$ cat src/irq_tb_regs.svh
// register map, field positions and field codes for the interrupt and time base block
`ifndef IRQ_TB_REGS_SVH
`define IRQ_TB_REGS_SVH

`define OFS_PRESCALER      8'h00
`define OFS_TICK0_CTRL     8'h04
`define OFS_TICK1_CTRL     8'h08
`define OFS_EDGE_SELECT    8'h0C
`define OFS_IRQ_ENABLE     8'h10
`define OFS_IRQ_FLAGS      8'h14
`define OFS_CORE_CTRL      8'h18
`define OFS_PIN_CTRL       8'h1C

`define NUM_SRC            9
`define SRC_PIN_A          0
`define SRC_PIN_B          1
`define SRC_AMP            2
`define SRC_SER_A          3
`define SRC_SER_B          4
`define SRC_TICK0          5
`define SRC_TICK1          6
`define SRC_CONV           7
`define SRC_UART           8

`define TICK_RUN_BIT       7
`define TICK_CODE_W        3
`define TICK_BASE_EXP      8
`define TICK_CNT_W         15
`define CORE_GIE_BIT       0
`define CORE_STACK_BIT     1

`define EDGE_OFF           2'h0
`define EDGE_RISE          2'h1
`define EDGE_FALL          2'h2
`define EDGE_BOTH          2'h3

`define PSC_SYS            2'h0
`define PSC_SYS_DIV4       2'h1
`define PSC_DIV4_CNT       2'h3

`endif

$ cat src/irq_tb_pkg.sv
// types for the interrupt and time base block
package irq_tb_pkg;
    typedef enum logic [2:0] {
        IDLE_ST = 3'b001,
        CALL_ST = 3'b010,
        WAIT_ST = 3'b100
    } vec_state_t;
    typedef logic [8:0] src_vec_t;
endpackage : irq_tb_pkg

$ cat src/irq_time_base.sv
// interrupt request, vectoring and time base logic with an axi4-lite register slave
`timescale 1ns/1ps
`default_nettype none
`include "irq_tb_regs.svh"
module irq_time_base (
    input  wire logic                 clock,
    input  wire logic                 rstn,
    // axi4-lite slave
    input  wire logic [7:0]           s_axi_awaddr,
    input  wire logic                 s_axi_awvalid,
    output logic                      s_axi_awready,
    input  wire logic [31:0]          s_axi_wdata,
    input  wire logic [3:0]           s_axi_wstrb,
    input  wire logic                 s_axi_wvalid,
    output logic                      s_axi_wready,
    output logic [1:0]                s_axi_bresp,
    output logic                      s_axi_bvalid,
    input  wire logic                 s_axi_bready,
    input  wire logic [7:0]           s_axi_araddr,
    input  wire logic                 s_axi_arvalid,
    output logic                      s_axi_arready,
    output logic [31:0]               s_axi_rdata,
    output logic [1:0]                s_axi_rresp,
    output logic                      s_axi_rvalid,
    input  wire logic                 s_axi_rready,
    // pins and peripheral events
    input  wire logic                 ext_irq_pin_a,
    input  wire logic                 ext_irq_pin_b,
    input  wire logic                 amp_output_ready,
    input  wire logic                 serial_a_event,
    input  wire logic                 serial_b_event,
    input  wire logic                 conv_done_event,
    input  wire logic                 uart_irq_pulse,
    input  wire logic                 sub_clock_tick,
    // cpu core side
    input  wire logic                 stack_full,
    input  wire logic                 vector_taken,
    input  wire logic                 return_from_irq,
    output logic                      vector_req,
    output irq_tb_pkg::src_vec_t      vector_sel,
    output logic                      wake_up,
    output logic                      global_irq_enable,
    output logic [1:0]                pin_pullup_en
);
    import irq_tb_pkg::*;

    ////////////////////////////////////////////////////////////////////////////////
    // registers
    logic [1:0]                   prescaler_source_code_r;
    logic [7:0]                   tick0_ctrl_r;
    logic [7:0]                   tick1_ctrl_r;
    logic [3:0]                   edge_select_reg_r;
    src_vec_t                     enables_r;
    src_vec_t                     flags_r;
    src_vec_t                     flags_nxt;
    logic                         gie_r;
    logic [5:0]                   pin_ctrl_r;
    vec_state_t                   state_r;
    src_vec_t                     sel_r;

    // pin_ctrl: [1:0] function select, [3:2] direction input, [5:4] pull-up
    wire [1:0] pin_fn_sel = pin_ctrl_r[1:0];
    wire [1:0] pin_dir_in = pin_ctrl_r[3:2];

    ////////////////////////////////////////////////////////////////////////////////
    // synchronisers for pins and asynchronous status
    logic [3:0] sync1_r;
    logic [3:0] sync2_r;
    logic [3:0] prev_r;
    always_ff @(posedge clock or negedge rstn) begin
        if (!rstn) begin
            sync1_r <= 4'h0;
            sync2_r <= 4'h0;
            prev_r  <= 4'h0;
        end else begin
            sync1_r <= {sub_clock_tick, amp_output_ready, ext_irq_pin_b, ext_irq_pin_a};
            sync2_r <= sync1_r;
            prev_r  <= sync2_r;
        end
    end

    function automatic logic edge_hit(input logic [1:0] mode, input logic cur, input logic old);
        logic rise;
        logic fall;
        rise = cur & ~old;
        fall = ~cur & old;
        case (mode)
            `EDGE_RISE: edge_hit = rise;
            `EDGE_FALL: edge_hit = fall;
            `EDGE_BOTH: edge_hit = rise | fall;
            default:    edge_hit = 1'b0;
        endcase
    endfunction : edge_hit

    // pin counts only when enabled, routed and an input
    wire pin_a_live = enables_r[`SRC_PIN_A] & pin_fn_sel[0] & pin_dir_in[0];
    wire pin_b_live = enables_r[`SRC_PIN_B] & pin_fn_sel[1] & pin_dir_in[1];
    wire pin_a_ev = pin_a_live & edge_hit(edge_select_reg_r[1:0], sync2_r[0], prev_r[0]);
    wire pin_b_ev = pin_b_live & edge_hit(edge_select_reg_r[3:2], sync2_r[1], prev_r[1]);
    wire amp_ev   = sync2_r[2] & ~prev_r[2];
    wire sub_tick = sync2_r[3] & ~prev_r[3];

    ////////////////////////////////////////////////////////////////////////////////
    // prescaler clock enable
    logic [1:0] div4_r;
    always_ff @(posedge clock or negedge rstn) begin
        if (!rstn) div4_r <= 2'h0;
        else       div4_r <= div4_r + 2'h1;
    end
    wire div4_tick = (div4_r == `PSC_DIV4_CNT);
    wire psc_tick  = (prescaler_source_code_r == `PSC_SYS)      ? 1'b1 :
                     (prescaler_source_code_r == `PSC_SYS_DIV4) ? div4_tick : sub_tick;

    // time base dividers, overflow after 2^(8+code) prescaler cycles
    function automatic logic tick_ovf(input logic [`TICK_CNT_W-1:0] cnt,
                                      input logic [2:0] code);
        logic [`TICK_CNT_W-1:0] last;
        last = {`TICK_CNT_W{1'b1}} >> (3'h7 - code);
        tick_ovf = (cnt == last);
    endfunction : tick_ovf

    logic [`TICK_CNT_W-1:0] tick0_cnt_r;
    logic [`TICK_CNT_W-1:0] tick1_cnt_r;
    wire tick0_run = tick0_ctrl_r[`TICK_RUN_BIT];
    wire tick1_run = tick1_ctrl_r[`TICK_RUN_BIT];
    wire tick0_ev  = tick0_run & psc_tick & tick_ovf(tick0_cnt_r, tick0_ctrl_r[2:0]);
    wire tick1_ev  = tick1_run & psc_tick & tick_ovf(tick1_cnt_r, tick1_ctrl_r[2:0]);
    always_ff @(posedge clock or negedge rstn) begin
        if (!rstn) begin
            tick0_cnt_r <= '0;
            tick1_cnt_r <= '0;
        end else begin
            // stopped generators restart from zero so the first period is whole
            if (!tick0_run) tick0_cnt_r <= '0;
            else if (psc_tick) tick0_cnt_r <= tick0_ev ? '0 : tick0_cnt_r + 1'b1;
            if (!tick1_run) tick1_cnt_r <= '0;
            else if (psc_tick) tick1_cnt_r <= tick1_ev ? '0 : tick1_cnt_r + 1'b1;
        end
    end

    ////////////////////////////////////////////////////////////////////////////////
    // axi4-lite slave; one write and one read at a time
    logic       aw_held_r;
    logic       w_held_r;
    logic [7:0] awaddr_r;
    logic [31:0] wdata_r;
    logic [3:0] wstrb_r;
    wire aw_take  = s_axi_awvalid & s_axi_awready;
    wire w_take   = s_axi_wvalid & s_axi_wready;
    wire have_aw  = aw_held_r | aw_take;
    wire have_w   = w_held_r | w_take;
    wire [7:0]  wr_addr = aw_held_r ? awaddr_r : s_axi_awaddr;
    wire [31:0] wr_data = w_held_r ? wdata_r : s_axi_wdata;
    wire        wr_lo   = w_held_r ? wstrb_r[0] : s_axi_wstrb[0];
    wire        wr_lo2  = w_held_r ? wstrb_r[1] : s_axi_wstrb[1];
    wire do_write = have_aw & have_w & ~s_axi_bvalid;
    wire wr_ok    = (wr_addr[7:5] == 3'h0) & (wr_addr[1:0] == 2'h0);
    wire wr_en    = do_write & wr_ok & wr_lo;
    wire [7:0] wr_byte = wr_data[7:0];
    wire sel_psc   = wr_en & (wr_addr == `OFS_PRESCALER);
    wire sel_t0    = wr_en & (wr_addr == `OFS_TICK0_CTRL);
    wire sel_t1    = wr_en & (wr_addr == `OFS_TICK1_CTRL);
    wire sel_edge  = wr_en & (wr_addr == `OFS_EDGE_SELECT);
    wire sel_en    = wr_en & (wr_addr == `OFS_IRQ_ENABLE);
    wire sel_flag  = wr_en & (wr_addr == `OFS_IRQ_FLAGS);
    wire sel_core  = wr_en & (wr_addr == `OFS_CORE_CTRL);
    wire sel_pin   = wr_en & (wr_addr == `OFS_PIN_CTRL);
    wire [8:0] wr_nine = {wr_lo2 ? wr_data[8] : 1'b0, wr_byte};

    always_ff @(posedge clock or negedge rstn) begin
        if (!rstn) begin
            aw_held_r     <= 1'b0;
            w_held_r      <= 1'b0;
            awaddr_r      <= 8'h00;
            wdata_r       <= 32'h0000_0000;
            wstrb_r       <= 4'h0;
            s_axi_awready <= 1'b0;
            s_axi_wready  <= 1'b0;
            s_axi_bvalid  <= 1'b0;
            s_axi_bresp   <= 2'h0;
        end else begin
            if (aw_take) begin
                aw_held_r <= ~do_write;
                awaddr_r  <= s_axi_awaddr;
            end else if (do_write) aw_held_r <= 1'b0;
            if (w_take) begin
                w_held_r <= ~do_write;
                wdata_r  <= s_axi_wdata;
                wstrb_r  <= s_axi_wstrb;
            end else if (do_write) w_held_r <= 1'b0;
            s_axi_awready <= ~have_aw & ~s_axi_awready & ~s_axi_bvalid;
            s_axi_wready  <= ~have_w & ~s_axi_wready & ~s_axi_bvalid;
            if (do_write) begin
                s_axi_bvalid <= 1'b1;
                s_axi_bresp  <= wr_ok ? 2'h0 : 2'h2;
            end else if (s_axi_bready) s_axi_bvalid <= 1'b0;
        end
    end

    wire [7:0] rd_addr = s_axi_araddr;
    wire rd_ok = (rd_addr[7:5] == 3'h0) & (rd_addr[1:0] == 2'h0);
    wire [31:0] rd_mux =
        (rd_addr == `OFS_PRESCALER)   ? {30'h0, prescaler_source_code_r} :
        (rd_addr == `OFS_TICK0_CTRL)  ? {24'h0, tick0_ctrl_r} :
        (rd_addr == `OFS_TICK1_CTRL)  ? {24'h0, tick1_ctrl_r} :
        (rd_addr == `OFS_EDGE_SELECT) ? {28'h0, edge_select_reg_r} :
        (rd_addr == `OFS_IRQ_ENABLE)  ? {23'h0, enables_r} :
        (rd_addr == `OFS_IRQ_FLAGS)   ? {23'h0, flags_r} :
        (rd_addr == `OFS_CORE_CTRL)   ? {30'h0, stack_full, gie_r} :
        (rd_addr == `OFS_PIN_CTRL)    ? {26'h0, pin_ctrl_r} : 32'h0000_0000;
    wire ar_take = s_axi_arvalid & s_axi_arready;
    always_ff @(posedge clock or negedge rstn) begin
        if (!rstn) begin
            s_axi_arready <= 1'b0;
            s_axi_rvalid  <= 1'b0;
            s_axi_rdata   <= 32'h0000_0000;
            s_axi_rresp   <= 2'h0;
        end else begin
            s_axi_arready <= ~s_axi_arready & ~s_axi_rvalid & s_axi_arvalid;
            if (ar_take) begin
                s_axi_rvalid <= 1'b1;
                s_axi_rdata  <= rd_ok ? rd_mux : 32'h0000_0000;
                s_axi_rresp  <= rd_ok ? 2'h0 : 2'h2;
            end else if (s_axi_rready) s_axi_rvalid <= 1'b0;
        end
    end

    ////////////////////////////////////////////////////////////////////////////////
    // request flags and vectoring
    wire [8:0] events = {uart_irq_pulse, conv_done_event, tick1_ev, tick0_ev,
                         serial_b_event, serial_a_event, amp_ev, pin_b_ev, pin_a_ev};
    wire [8:0] ready_req = flags_r & enables_r;
    wire [8:0] pick = ready_req & (~ready_req + 9'h001);
    wire       can_call = gie_r & ~stack_full & (ready_req != 9'h000);
    wire [8:0] svc_clr = (state_r == CALL_ST && vector_taken) ? sel_r : 9'h000;

    always_comb begin
        flags_nxt = flags_r;
        if (sel_flag) flags_nxt = flags_r & ~wr_nine; // write one to clear
        flags_nxt = (flags_nxt & ~svc_clr) | events;
    end

    always_ff @(posedge clock or negedge rstn) begin
        if (!rstn) begin
            prescaler_source_code_r <= 2'h0;
            tick0_ctrl_r            <= 8'h00;
            tick1_ctrl_r            <= 8'h00;
            edge_select_reg_r       <= 4'h0;
            enables_r               <= 9'h000;
            pin_ctrl_r              <= 6'h00;
            flags_r                 <= 9'h000;
        end else begin
            if (sel_psc)  prescaler_source_code_r <= wr_byte[1:0];
            if (sel_t0)   tick0_ctrl_r <= wr_byte & 8'h87;
            if (sel_t1)   tick1_ctrl_r <= wr_byte & 8'h87;
            if (sel_edge) edge_select_reg_r <= wr_byte[3:0];
            if (sel_en)   enables_r <= wr_nine;
            if (sel_pin)  pin_ctrl_r <= wr_byte[5:0];
            flags_r <= flags_nxt;
        end
    end

    always_ff @(posedge clock or negedge rstn) begin
        if (!rstn) begin
            state_r <= IDLE_ST;
            sel_r   <= 9'h000;
            gie_r   <= 1'b0;
        end else begin
            case (state_r)
                IDLE_ST: begin
                    if (can_call) begin
                        state_r <= CALL_ST;
                        sel_r   <= pick;
                    end
                end
                CALL_ST: begin
                    if (vector_taken) begin
                        state_r <= WAIT_ST;
                        gie_r   <= 1'b0;
                    end
                end
                WAIT_ST: state_r <= IDLE_ST;
                default: state_r <= IDLE_ST;
            endcase
            if (sel_core) gie_r <= wr_byte[`CORE_GIE_BIT];
            else if (return_from_irq) gie_r <= 1'b1;
        end
    end

    ////////////////////////////////////////////////////////////////////////////////
    // registered outputs
    always_ff @(posedge clock or negedge rstn) begin
        if (!rstn) begin
            vector_req        <= 1'b0;
            vector_sel        <= 9'h000;
            wake_up           <= 1'b0;
            global_irq_enable <= 1'b0;
            pin_pullup_en     <= 2'h0;
        end else begin
            // the offer stands until the core takes it, so a busy core cannot miss it
            vector_req        <= ((state_r == IDLE_ST) & can_call) |
                                 ((state_r == CALL_ST) & ~vector_taken);
            vector_sel        <= (state_r == IDLE_ST && can_call) ? pick : vector_sel;
            wake_up           <= |(flags_nxt & ~flags_r);
            global_irq_enable <= gie_r;
            pin_pullup_en     <= pin_ctrl_r[5:4];
        end
    end
endmodule : irq_time_base
`default_nettype wire

$ cat config.mk
export PLATFORM = sky130hd
export DESIGN_NAME = irq_time_base
export DESIGN_NICKNAME = d
export VERILOG_FILES = /design/src/irq_tb_pkg.sv /design/src/irq_time_base.sv
export VERILOG_INCLUDE_DIRS = /design/src
export SDC_FILE = /design/constraint.sdc
export NUM_CORES = 1
export LEC_CHECK = 0
export ABC_AREA = 1
export BUFFER_PORTS_ARGS = -buffer_cell sky130_fd_sc_hd__buf_4
export CAP_MARGIN = 10
export CORE_MARGIN = 2
export CORE_UTILIZATION = 40
export CTS_CLUSTER_SIZE = 16
export DETAILED_ROUTE_END_ITERATION = 12
export SYNTH_ARGS = -nofsm -noshare
export SYNTH_HDL_FRONTEND = slang
export SYNTH_SLANG_ARGS = --single-unit
$ cat constraint.sdc
create_clock -name clock -period 1.6 [get_ports clock]
set_input_delay 0 -clock clock [delete_from_list [all_inputs] [get_ports clock]]
set_output_delay 0 -clock clock [all_outputs]
set_load 0.03 [all_outputs]
# Yosys cells after proc, flatten, opt, wreduce, memory -nomap -nowiden
# Cells that the tools add are included.
dict set report op_classes {
  addsub 6
  mul 0
  div_mod_pow 0
  magnitude_cmp 0
  eq_ne 30
  shift 2
  muxes 42
  n_bitwise 74
  n_reduce_logical 20
}
# op n
set ops {}
lappend ops {{15-bit 2-to-1 mux} 6}
lappend ops {{9-bit 2-to-1 mux} 10}
lappend ops {{8-bit by 5-bit == test with 1-bit output (second input constant)} 8}
lappend ops {{9-bit bitwise AND} 5}
lappend ops {{1-bit bitwise AND} 43}
lappend ops {{9-bit NOT} 4}
lappend ops {{8-bit by 4-bit == test with 1-bit output (second input constant)} 4}
lappend ops {{15-bit by 1-bit adder with 15-bit output (second input constant)} 2}
lappend ops {{15-bit == test} 2}
lappend ops {{15-bit by 3-bit >> shifter with 15-bit output (first input constant)} 2}
lappend ops {{8-bit by 3-bit == test with 1-bit output (second input constant)} 2}
lappend ops {{8-bit zero test} 2}
lappend ops {{1-bit 2-to-1 mux} 16}
lappend ops {{1-bit NOT} 16}
lappend ops {{6-bit 2-to-1 mux} 2}
lappend ops {{2-bit == test (second input constant)} 5}
lappend ops {{9-bit by 1-bit adder with 9-bit output (second input constant)} 1}
lappend ops {{9-bit OR} 1}
lappend ops {{9-bit nonzero test} 1}
lappend ops {{9-bit OR reduction} 1}
lappend ops {{8-bit 2-to-1 mux} 1}
lappend ops {{2-bit nonzero test} 4}
lappend ops {{2-bit by 1-bit == test with 1-bit output (second input constant)} 3}
lappend ops {{2-bit zero test} 3}
lappend ops {{15 further kinds} 30}
dict set report word_totals {
  ff_bits 171
  latch_bits 0
  ram_bits 0
  rom_bits 0
  in_bits 70
  wordCells 208
  mem_count 0
}

# Depth between registers and ports, before layout
# Gate-level depths: netlist of the first run.
dict set report depth {
  ltp_word 12
  mapped_depth 12
}

# Worst setup path before layout of the first run
# No wires, ideal clock.
dict set report synth_timing {
  kind {flip-flop to flip-flop}
  startpoint {register s_axi_awready}
  endpoint {register pin_ctrl_r[2]}
  arrival_time_ps 1627
  path_slack_ps -148
  path_stages_with_launch 11
  synth_period_minus_slack_ps 1748
  cell_sequence {dfrtp_1 nand2_1 nand2_1 nand2_1 nor2_4 nand4_4 inv_2 nand2_1 buf_4 nand2_1 o21ai_2}
}
dict set report synth_between {
  elab_chain_cells 7
}
# element line
set synth_rtl {}
lappend synth_rtl {{start: declaration} irq_time_base.sv:11} ;# output logic s_axi_awready,
lappend synth_rtl {{start signal: assignment} irq_time_base.sv:191} ;# s_axi_awready <= ~have_aw & ~s_axi_awready & ~s_axi_bvalid;
lappend synth_rtl {{1-bit bitwise AND} irq_time_base.sv:148} ;# wire aw_take = s_axi_awvalid & s_axi_awready;
lappend synth_rtl {{1-bit OR} irq_time_base.sv:150} ;# wire have_aw = aw_held_r | aw_take;
lappend synth_rtl {{1-bit bitwise AND (2 in series)} irq_time_base.sv:156} ;# wire do_write = have_aw & have_w & ~s_axi_bvalid;
lappend synth_rtl {{1-bit bitwise AND (2 in series)} irq_time_base.sv:158} ;# wire wr_en = do_write & wr_ok & wr_lo;
lappend synth_rtl {{1-bit bitwise AND} irq_time_base.sv:167} ;# wire sel_pin = wr_en & (wr_addr == `OFS_PIN_CTRL);
lappend synth_rtl {{end signal: assignment} irq_time_base.sv:258} ;# if (sel_pin) pin_ctrl_r <= wr_byte[5:0];
lappend synth_rtl {{end: declaration} irq_time_base.sv:57} ;# logic [5:0] pin_ctrl_r;
# No other way between the ends.
# A chain may end at the register's enable or synchronous reset.

# Worst setup path in the final report of the first run
dict set report layout_timing {
  startpoint {register w_held_r}
  endpoint {register pin_ctrl_r[1]}
}
dict set report layout_between {
  elab_chain_cells 6
  word_cells_on_any_way 8
  classes_between {2 x mux; 6 x bitwise}
}
# element line
set layout_rtl {}
lappend layout_rtl {{start: declaration} irq_time_base.sv:144} ;# logic w_held_r;
lappend layout_rtl {{start signal: assignment} irq_time_base.sv:187} ;# w_held_r <= ~do_write;
lappend layout_rtl {{1-bit OR} irq_time_base.sv:151} ;# wire have_w = w_held_r | w_take;
lappend layout_rtl {{1-bit bitwise AND (2 in series)} irq_time_base.sv:156}
lappend layout_rtl {{1-bit bitwise AND (2 in series)} irq_time_base.sv:158}
lappend layout_rtl {{1-bit bitwise AND} irq_time_base.sv:167}
# Parallel ways exist; a longest one is shown, timed or not.

==> results of run 1 <==
-- flip-flops by register name, summed over array words and instances, names as in the netlist, 8 cells and up --
name,count
tick0_cnt_r,15
tick1_cnt_r,15
enables_r,9
flags_r,9
s_axi_rdata,9
sel_r,9
wdata_r,9
awaddr_r,8
-- through the flow --
stage | total power, µW | utilization | area [µm²] | setup slack, ns
after CTS | 10300 | 0.539 | 9610 | 0.00204
after floorplan | 5480 | - | 7340 | 0.00704
after global placement | 6300 | 0.486 | 8670 | 0.0279
final | 10200 | 0.544 | 9710 | 0.00485
after global routing | 10800 | 0.544 | 9710 | -0.0870
after detailed placement | 6340 | 0.486 | 8670 | 0.00431
-- power breakdown --
group          total (µW)  internal, µW  switching, µW
Clock                3780          2180           1600
Sequential           4080          3850            232
Combinational        2340           903           1440
Total               10200          6930           3270
-- worst register-to-register path, delay by kind of cell (launching register included) --
family | cells | cell delay (ns)
buffers and inverters | 3 | 0.46
AND/OR/NAND/NOR | 3 | 0.33
AO/OA/AOI/OAI | 2 | 0.27
flip-flops | 1 | 0.41
-- cell type report --
| cell class | instances | area, µm² |
|---|---|---|
| multi-input cells | 654 | 3260 |
| repair buffers | 205 | 1700 |
| fillers | 1703 | 8140 |
| inverters | 122 | 462 |
| flip-flops and latches | 137 | 3440 |
| clock inverters | 13 | 134 |
| clock buffers | 19 | 433 |
| well taps | 229 | 287 |
-- repair_timing --
| item | CTS | global route |
|---|---|---|
| endpoints found under the hold margin | 172 | 0 |
| hold buffers | 36 | 0 |
| gates cloned | 0 | 0 |
| endpoints found under the setup margin | 11 | 77 |
| setup buffers | 0 | 2 |
| gates resized for setup | 2 | 25 |
| pin swaps | 1 | 2 |
-- cells by family after synthesis --
| logic type | Yosys count | synth area share |
|---|---|---|
| buf+inv | 166 | 0.101 |
| mux | 3 | 0.00466 |
| fa+ha+maj | 7 | 0.0121 |
| other cells | 1 | 0.000517 |
| xor+xnor | 22 | 0.0266 |
| flops | 137 | 0.473 |
| compound gates | 136 | 0.109 |
| simple gates | 461 | 0.273 |
-- cell usage after synthesis, types with 5 or more instances --
cell / count / area [µm²]
nand2_1: 291 / 1090
dfrtp_1: 136 / 3400
inv_1: 117 / 439
o21ai_0: 77 / 385
nand3_1: 64 / 320
nor2_1: 59 / 221
buf_4: 26 / 195
nand4_1: 17 / 106
o21ai_2: 17 / 149
xor2_1: 17 / 149
o21ai_1: 13 / 65.1
a21oi_1: 12 / 60.1
clkbuf_1: 12 / 45.0
nor3_1: 9 / 45.0
ha_1: 7 / 87.6
inv_2: 5 / 18.8
xnor2_1: 5 / 43.8
-- final timing paths --
check | from | end | slack, ns | cells after the start
min in group clock | stack_full | state_r[0] | 0.04 | 5
worst max-delay path | w_held_r | pin_ctrl_r[1] | 0.005 | 8
max in group asynchronous | rstn | tick0_ctrl_r[2] | 0.99 | 3
worst min-delay path | rstn | state_r[1] | 0.04 | 2
worst min register to register | sync1_r[1] | sync2_r[1] | 0.35 | 0
worst max register to register | w_held_r | pin_ctrl_r[1] | 0.005 | 8
-- routing by layer --
layer | wire (µm) | vias up
met5 | 0 | -
met4 | 320 | 0
met3 | 779 | 21
met2 | 8750 | 155
met1 | 8720 | 3068
li1 | - | 3341
-- placed cells by master (no fill, tap or decap), types with 8 or more instances in the layout --
master,count
clkbuf_16,17
o21ai_1,14
dfrtp_1,131
nand4_1,17
nor2_1,54
nand2_2,11
inv_1,115
buf_4,162
dlygate4sd3_1,36
nor3_1,8
conb_1,25
xor2_1,17
nand3_1,62
nand2_1,283
o21ai_2,16
a21oi_1,11
o21ai_0,76
==> reports/qor.csv, run 1 <==
stage,metric,value,unit
run,max_cap_violations,0,
critical_path,critPathMostFrequentCell,nand2_1,
die,die_y,139,µm
grt,top_usage_layer,met2,
synth,synthArstFlopShare,1.00,
grt,grt_pass1_wl,31400,µm
synth,yosysWarningCount,0,
timing,holdWs,0.0381,ns
power,pwr_density_cell,1050,nW/µm²
routing,dr.pass1.iters,5,
synth,synthCells,933,
synth,synth-seq-cells,137,
grt,grt_max_degree,48,
power,p_leak,0.00489,µW
critical_path,worst_path_max_delay_cell,dfrtp_1,
cells_and_area,instances_no_fill,1379,
grt,grt_usage,0.204,
clock_network,cts.sinks,137,
synth,ys_seq_area_frac,0.473,
clock_network,numCtsBuffers,17,
routing,vias,6585,
grt,antenna_found_initial,0,
cells_and_area,drive_gt1_frac,0.230,
critical_path,cp_top_family,buffers and inverters,
timing,hold_viol_final,0,
clock_network,clock_latency,0.43,ns
placement,dp_cells,1309,
placement,place.gp.congestion,0.856,
routing,drc,0,
synth,synthesis.area,7250,µm²
critical_path,cp-end-kind,register,
timing,fin_tns_setup,0,ns
timing,rsz0062_at_grt,true,
grt,grt_util_met2,0.329,
die,start_util,0.406,
routing,drtIter0Drc,400,
synth,synth_edf_count,0,
grt,grt_pass1_vias,6375,
grt,grt_util_met1,0.279,
grt,grtUsageMet3,0.0376,
die,die_area,19200,µm²
critical_path,cp.arrival,1.90,ns
clock_network,clockBufferDepth,2,
synth,synthFlopType,dfrtp_1,
outcome,outcome,"finished, final reports clean",
cells_and_area,synthToLayoutAreaGrowth,33.9,%
timing,max_freq,627,MHz
routing,postRouteAntennaNets,0,
placement,placement.io_buffers,74,
placement,dp_hpwl,14300,µm
timing,slew_violations,0,
critical_path,crit_path_max_incr_delay,0.41,ns
critical_path,worstSetupStartpointType,register,
clock_network,clk_pin_slew_worst_paths,0.07,ns
grt,grt-ovfl-total,0,
routing,vias_per_cell,4.78,
die,num_rows,49,
critical_path,critical_path.max_fanout,12,
clock_network,cts_htree_levels,4,
critical_path,path_cells,"o21ai_0, buf_4, nand4_4, inv_2, nand2_1, buf_12, nand2_1, o21ai_2",
routing,drt_wl_total,18600,µm
clock_network,tritoncts,yes,
die,core-area,17800,µm²
timing,fin_skew,0.0107,ns
synth,avgSynthCellArea,7.77,µm²
die,io_pins,125,
critical_path,critPathBufInv,3,
min_path,hp-class,primary input to asynchronous set/reset pin,
power,vdd_ir_drop_max,739,µV
cells_and_area,antenna_cells,0,
die,dieWidth,139,µm
critical_path,critPathRequiredTime,1.91,ns
timing,finalCritPeriodShare,0.997,
synth,synth_cell_types,44,
cells_and_area,nets,1214,
clock_network,root_buffer,clkbuf_16,
timing,finalSetupViolCount,0,
timing,period_needed,1.60,ns
critical_path,crit_type,register to register,
routing,wl_per_cell,13.5,µm
Power figures use the tool's default switching activity.
==> inputs of run 2 (changes only) <==
--- a/config.mk
+++ b/config.mk
@@ -13,6 +13,7 @@
 export CORE_UTILIZATION = 40
 export CTS_CLUSTER_SIZE = 16
 export DETAILED_ROUTE_END_ITERATION = 12
+export SETUP_SLACK_MARGIN = 0.5
 export SYNTH_ARGS = -nofsm -noshare
 export SYNTH_HDL_FRONTEND = slang
 export SYNTH_SLANG_ARGS = --single-unit
==> run 2 against run 1 <==
  * The flow now finishes with violations (negative hold slack, negative setup slack)
  * Critical path type unchanged
  * Hold slack worse by 0.14 ns
  * Register-to-register slack worse by 0.04 ns
  * Clock power hardly changed
  * Fmax is 2.5% lower
  * Highest routed layer unchanged
  * Via count is 3.8% higher
  * Global-route usage is 1.5 points higher
  * Cell count is 1.7% higher
  * Largest cell class is now multi-input gates
  * Critical path depth is 1 higher
==> reports/qor.csv, run 2 (synthesis results as in run 1) <==
stage,metric,value,unit,change
outcome,outcome,"finished, violations left",,"was finished, final reports clean"
outcome,violations,"negative hold slack, negative setup slack",,
critical_path,cp-end-kind,register,,unchanged
cells_and_area,drive_gt1_frac,0.383,,was 0.230
routing,wl_per_cell,14.8,µm,was 13.5 µm
power,combPwrFrac,0.264,,was 0.230
critical_path,critical_path.max_fanout,9,,was 12
timing,finalSetupViolCount,1,,was 0
critical_path,startpoint,aw_held_r,,was w_held_r
die,start_util,0.406,,unchanged
power,swShare,0.336,,was 0.320
cells_and_area,mostFrequentLayoutCell,nand2_1,,unchanged
power,vdd_ir_drop_max,1070,µV,was 739 µV
power,p_int,7120,µW,was 6930 µW
routing,postRouteAntennaNets,0,,unchanged
placement,dp_hpwl,13400,µm,was 14300 µm
critical_path,r2r_setup_slack,-0.04,ns,was 0.005 ns
cells_and_area,final_cell_area,10800,µm²,was 9710 µm²
routing,drc,0,,unchanged
clock_network,hold_buffers,36,,unchanged
routing,drtIter0Drc,566,,was 400
run,max_cap_violations,0,,unchanged
routing,dr.pass1.iters,5,,unchanged
die,die_area,19200,µm²,unchanged
clock_network,tritoncts,yes,,unchanged
cells_and_area,antenna_cells,0,,unchanged
critical_path,worstSetupStartpointType,register,,unchanged
cells_and_area,synthToLayoutAreaGrowth,49.7,%,was 33.9%
die,dieWidth,139,µm,unchanged
timing,fin_skew,0.0207,ns,was 0.0107 ns
routing,vias_per_cell,4.87,,was 4.78
routing,drt_wl_total,20700,µm,was 18600 µm
grt,grt_usage,0.218,,was 0.204
timing,hold_viol_final,3,,was 0
grt,grt_max_degree,44,,was 48
cells_and_area,mostFrequentLayoutCells,"nand2_1 (234), buf_4 (147), dfrtp_1 (114), inv_1 (98), nand3_1 (45)",,"was nand2_1 (283), buf_4 (162), dfrtp_1 (131), inv_1 (115), o21ai_0 (76)"
die,num_rows,49,,unchanged
critical_path,r2r_cells,9,,was 8
power,pwr_density_cell,988,nW/µm²,was 1050 nW/µm²
timing,period_needed,1.64,ns,was 1.60 ns
min_path,hp-class,primary input to register,,was primary input to asynchronous set/reset pin
clock_network,clk_pin_slew_worst_paths,0.07,ns,about the same
critical_path,r2r-end,gie_r,,was pin_ctrl_r[1]
die,die_y,139,µm,unchanged
timing,fin_ws,-0.0359,ns,was 0.00485 ns
timing,max_freq,611,MHz,was 627 MHz
clock_network,cts.sinks,137,,unchanged
critical_path,endpoint,gie_r,,was pin_ctrl_r[1]
grt,grt_pass1_wl,33600,µm,was 31400 µm
placement,place.gp.congestion,0.819,,was 0.856
power,p_clk_frac,0.351,,was 0.370
timing,fin_tns_setup,-0.0359,ns,was 0 ns
clock_network,numCtsBuffers,17,,unchanged
die,io_pins,125,,unchanged
clock_network,root_buffer,clkbuf_16,,unchanged
cells_and_area,reg_top3,"tick0_cnt_r x15, tick1_cnt_r x15",,unchanged
critical_path,crit_type,register to register,,unchanged
placement,placement.io_buffers,74,,unchanged
critical_path,cp.arrival,1.94,ns,was 1.90 ns
timing,holdWs,-0.101,ns,was 0.0381 ns
grt,antenna_found_initial,0,,unchanged
grt,grt_pass1_vias,6663,,was 6375
power,switching_power,3600,µW,was 3270 µW
timing,slew_violations,0,,unchanged
clock_network,clockBufferDepth,2,,unchanged
placement,dpl_cell_area,8570,µm²,was 8670 µm²
clock_network,cts_htree_levels,4,,unchanged
grt,grt-ovfl-total,0,,unchanged
cells_and_area,nets,1238,,was 1214
die,core-area,17800,µm²,unchanged
timing,finalCritPeriodShare,1.02,,was 0.997
power,pwr-share-seq,0.385,,was 0.400
routing,vias,6836,,was 6585
critical_path,r2r-start,aw_held_r,,was w_held_r
timing,rsz0062_at_grt,true,,unchanged
critical_path,critPathRequiredTime,1.90,ns,was 1.91 ns
power,p_leak,0.00533,µW,was 0.00489 µW
clock_network,clock_latency,0.44,ns,was 0.43 ns
placement,dp_slack,-0.0253,ns,was 0.00431 ns
[run 2: critical path: stages, from the launching register on]
cell     delay (ns)
dfrtp_2        0.40
inv_4          0.06
or2_1          0.24
o21ai_4        0.11
inv_2          0.07
nor3_2         0.12
buf_4          0.18
nand2_1        0.07
o21ai_0        0.10
o21ai_0        0.13
[run 2: area by class of cell]
class,count,area [µm²]
timing repair buffer,223,2010
tap,229,287
clock buffer,19,453
fill,1537,6990
multi-input combinational,660,4060
clock inverter,13,110
sequential,137,3460
inverter,122,478
[run 2: power by group through the flow]
stage | Sequential [µW] | Clock, µW | Combinational (µW)
floorplan | 4270 | 0 | 1300
global placement | 4170 | 0 | 2140
detailed placement | 4170 | 0 | 2180
CTS | 4120 | 3830 | 2620
global route | 4180 | 3980 | 3090
finish | 4130 | 3760 | 2830
[run 2: what timing repair did]
| item | in CTS | in global routing |
|---|---|---|
| resized for setup | 138 | 98 |
| pin swaps | 53 | 59 |
| gates cloned | 6 | 1 |
| setup buffers | 38 | 22 |
| endpoints found under the setup margin | 90 | 98 |
| hold endpoints to repair | 179 | 3 |
[run 2: routing by layer]
| metal | wire length [µm] | track usage | vias to the layer above |
|---|---|---|---|
| met5 | 0 | 0 | - |
| met4 | 401 | 0.0827 | 0 |
| met3 | 919 | 0.0452 | 36 |
| met1 | 9000 | 0.282 | 3225 |
| li1 | - | - | 3401 |
| met2 | 10400 | 0.363 | 174 |
[run 2: worst min-delay path by stage]
stage	start	depth (start not counted)	slack, ns	endpoint
global route	s_axi_wvalid	5	-0.08	wstrb_r[1]
finish	s_axi_wvalid	5	-0.10	wstrb_r[1]
floorplan	rstn	0	-0.30	aw_held_r
CTS	s_axi_wvalid	5	-0.1	wstrb_r[1]
detailed placement	rstn	1	-0.09	tick1_cnt_r[6]
global placement	rstn	1	-0.09	tick1_cnt_r[6]
[run 2: per-stage QoR]
stage / hold WS [ns] / total power (µW) / instances / utilization
global route: -0.0813 / 11200 / 1403 / 0.608
finish: -0.101 / 10700 / 1403 / 0.608
floorplan: -0.296 / 5570 / 957 / -
detailed placement: -0.0935 / 6350 / 1268 / 0.480
global placement: -0.0931 / 6310 / 1268 / 0.480
CTS: -0.0953 / 10600 / 1380 / 0.579
==> inputs of run 3 (changes only) <==
--- a/config.mk
+++ b/config.mk
@@ -9,6 +9,7 @@
 export ABC_AREA = 1
 export BUFFER_PORTS_ARGS = -buffer_cell sky130_fd_sc_hd__buf_4
 export CAP_MARGIN = 10
+export CORE_ASPECT_RATIO = 0.75
 export CORE_MARGIN = 2
 export CORE_UTILIZATION = 40
 export CTS_CLUSTER_SIZE = 16
==> run 3 against run 2 <==
  * The flow still finishes with violations (negative hold slack, negative setup slack)
  * Largest power group unchanged
  * Combinational power about the same
  * Highest routed layer unchanged
  * Critical path depth unchanged
  * Fmax increased by 0.28%
  * Wire length decreased by 3.4%
  * Power increased by 2.9%
  * Largest cell class unchanged
  * Clock power increased by 8.8%
  * Sequential share of layout area increased by 1.3 points
==> reports/qor.csv, run 3 (synthesis results as in run 1) <==
stage,metric,value,unit,change
cells_and_area,nets,1228,,was 1238
routing,drt_wl_total,20000,µm,was 20700 µm
die,die_y,121,µm,was 139 µm
die,io_pins,125,,unchanged
timing,holdWs,-0.0668,ns,was -0.101 ns
clock_network,cts.sinks,137,,unchanged
clock_network,tritoncts,yes,,unchanged
power,p_leak,0.00515,µW,was 0.00533 µW
cells_and_area,antenna_cells,0,,unchanged
power,p_clk_frac,0.371,,was 0.351
routing,postRouteAntennaNets,0,,unchanged
grt,grt-ovfl-total,0,,unchanged
cells_and_area,mostFrequentLayoutCells,"nand2_1 (254), buf_4 (153), dfrtp_1 (127), inv_1 (107), nand3_1 (50)",,"was nand2_1 (234), buf_4 (147), dfrtp_1 (114), inv_1 (98), nand3_1 (45)"
power,swShare,0.313,,was 0.336
cells_and_area,reg_top3,"tick0_cnt_r x15, tick1_cnt_r x15",,unchanged
clock_network,root_buffer,clkbuf_16,,unchanged
die,num_rows,42,,was 49
timing,hold_viol_final,2,,was 3
timing,fin_skew,0.0104,ns,was 0.0207 ns
timing,fin_ws,-0.0313,ns,was -0.0359 ns
power,vdd_ir_drop_max,917,µV,was 1070 µV
die,core-area,17700,µm²,was 17800 µm²
power,p_int,7570,µW,was 7120 µW
timing,finalCritPeriodShare,1.02,,about the same
placement,placement.io_buffers,74,,unchanged
run,max_cap_violations,0,,unchanged
cells_and_area,drive_gt1_frac,0.305,,was 0.383
power,combPwrFrac,0.255,,was 0.264
timing,slew_headroom,0.641,,
timing,period_needed,1.63,ns,was 1.64 ns
outcome,violations,"negative hold slack, negative setup slack",,unchanged
critical_path,worstSetupStartpointType,register,,unchanged
cells_and_area,final_cell_area,10400,µm²,was 10800 µm²
placement,dp_hpwl,13600,µm,was 13400 µm
cells_and_area,multi_input_area,3710,µm²,was 4060 µm²
power,pwr-share-seq,0.375,,was 0.385
routing,drtIter0Drc,519,,was 566
critical_path,cp-end-kind,register,,unchanged
timing,rsz0062_at_grt,true,,unchanged
cells_and_area,synthToLayoutAreaGrowth,43.1,%,was 49.7%
routing,wl_per_cell,14.2,µm,was 14.8 µm
critical_path,critPathRequiredTime,1.90,ns,about the same
clock_network,clk_pin_slew_worst_paths,0.06,ns,was 0.07 ns
clock_network,hold_buffers,36,,unchanged
clock_network,clock_latency,0.42,ns,was 0.44 ns
critical_path,cp.arrival,1.93,ns,was 1.94 ns
grt,grt_usage,0.211,,was 0.218
routing,vias_per_cell,4.79,,was 4.87
die,dieWidth,159,µm,was 139 µm
placement,dpl_cell_area,8630,µm²,was 8570 µm²
power,switching_power,3450,µW,was 3600 µW
routing,vias,6741,,was 6836
timing,tightestPinTransition,0.539,ns,
timing,max_freq,613,MHz,was 611 MHz
routing,dr.pass1.iters,5,,unchanged
clock_network,clockBufferDepth,2,,unchanged
grt,grt_max_degree,51,,was 44
die,die_area,19200,µm²,about the same
routing,drc,0,,unchanged
timing,finalSetupViolCount,3,,was 1
cells_and_area,regArea,3440,µm²,was 3460 µm²
min_path,hp-class,primary input to register,,unchanged
critical_path,critical_path.max_fanout,9,,unchanged
die,start_util,0.409,,was 0.406
clock_network,cts_htree_levels,4,,unchanged
outcome,outcome,"finished, violations left",,unchanged
placement,place.gp.congestion,0.832,,was 0.819
critical_path,crit_type,register to register,,unchanged
cells_and_area,mostFrequentLayoutCell,nand2_1,,unchanged
timing,slew_violations,0,,unchanged
grt,grt_pass1_vias,6288,,was 6663
grt,antenna_found_initial,0,,unchanged
grt,grt_pass1_wl,32300,µm,was 33600 µm
cells_and_area,fillCellCount,1584,,was 1537
clock_network,numCtsBuffers,17,,unchanged
power,pwr_density_cell,1060,nW/µm²,was 988 nW/µm²
[run 3: final timing paths]
| kind | startpoint | to | slack, ns | cells past startpoint |
|---|---|---|---|---|
| min in group asynchronous | rstn | awaddr_r[6] | 0.02 | 2 |
| max in group asynchronous | rstn | state_r[0] | 0.96 | 3 |
| worst max register to register | aw_held_r | enables_r[1] | -0.03 | 9 |
| worst min register to register | sync1_r[0] | sync2_r[0] | 0.35 | 0 |
| worst min-delay path | s_axi_wvalid | wstrb_r[1] | -0.07 | 5 |
| worst max-delay path | aw_held_r | enables_r[1] | -0.03 | 9 |
[run 3: power by group through the flow]
stage	combinational [µW]	sequential [µW]	clock [µW]
after detailed placement	2250	4170	0
after CTS	2540	4110	4150
after global routing	3070	4170	4320
after global placement	2230	4160	0
after floorplan	1300	4270	0
final	2810	4130	4090
[run 3: layout make-up]
| class | count | area share |
|---|---|---|
| multi-input cells | 660 | 0.358 |
| flip-flops and latches | 137 | 0.332 |
| repair buffers | 213 | 0.177 |
| inverters | 122 | 0.0456 |
| clock buffers | 22 | 0.0448 |
| well taps | 242 | 0.0292 |
| clock inverters | 10 | 0.0140 |
[run 3: worst max-delay path: stages, from the launching register on]
cell and delay (ns):
dfrtp_2 0.43, inv_4 0.10, nand3_1 0.09, nand2_2 0.13, buf_4 0.13, nand3_2 0.10, nor2_4 0.23, nand2_2 0.15
nand2_1 0.10, o21ai_2 0.05
[run 3: what timing repair did]
item / CTS / global route
cloned: 3 / 4
resized for setup: 34 / 78
hold endpoints to repair: 180 / 2
pin swaps: 14 / 19
setup endpoints to repair: 91 / 95
buffers inserted: 18 / 20
[run 3: layer usage]
metal  routed length, µm  GRT usage  up-vias
li1                    -          -     3390
met1               10200      0.320     3168
met2                8550      0.309      168
met3                1050     0.0398       15
met4                 183     0.0557        0
met5                   0          0        -
[run 3: metrics by stage]
step	util	power, µW	cells	setup WS (ns)	setup TNS (ns)
3_5_place_dp	0.487	6420	1293	-0.0509	-0.220
6_report	0.586	11000	1406	-0.0313	-0.0547
3_3_place_gp	0.487	6390	1293	-0.0284	-0.0498
5_1_grt	0.586	11600	1406	-0.0931	-3.02
4_1_cts	0.559	10800	1382	0.0133	0
2_1_floorplan	-	5570	957	0.0834	0
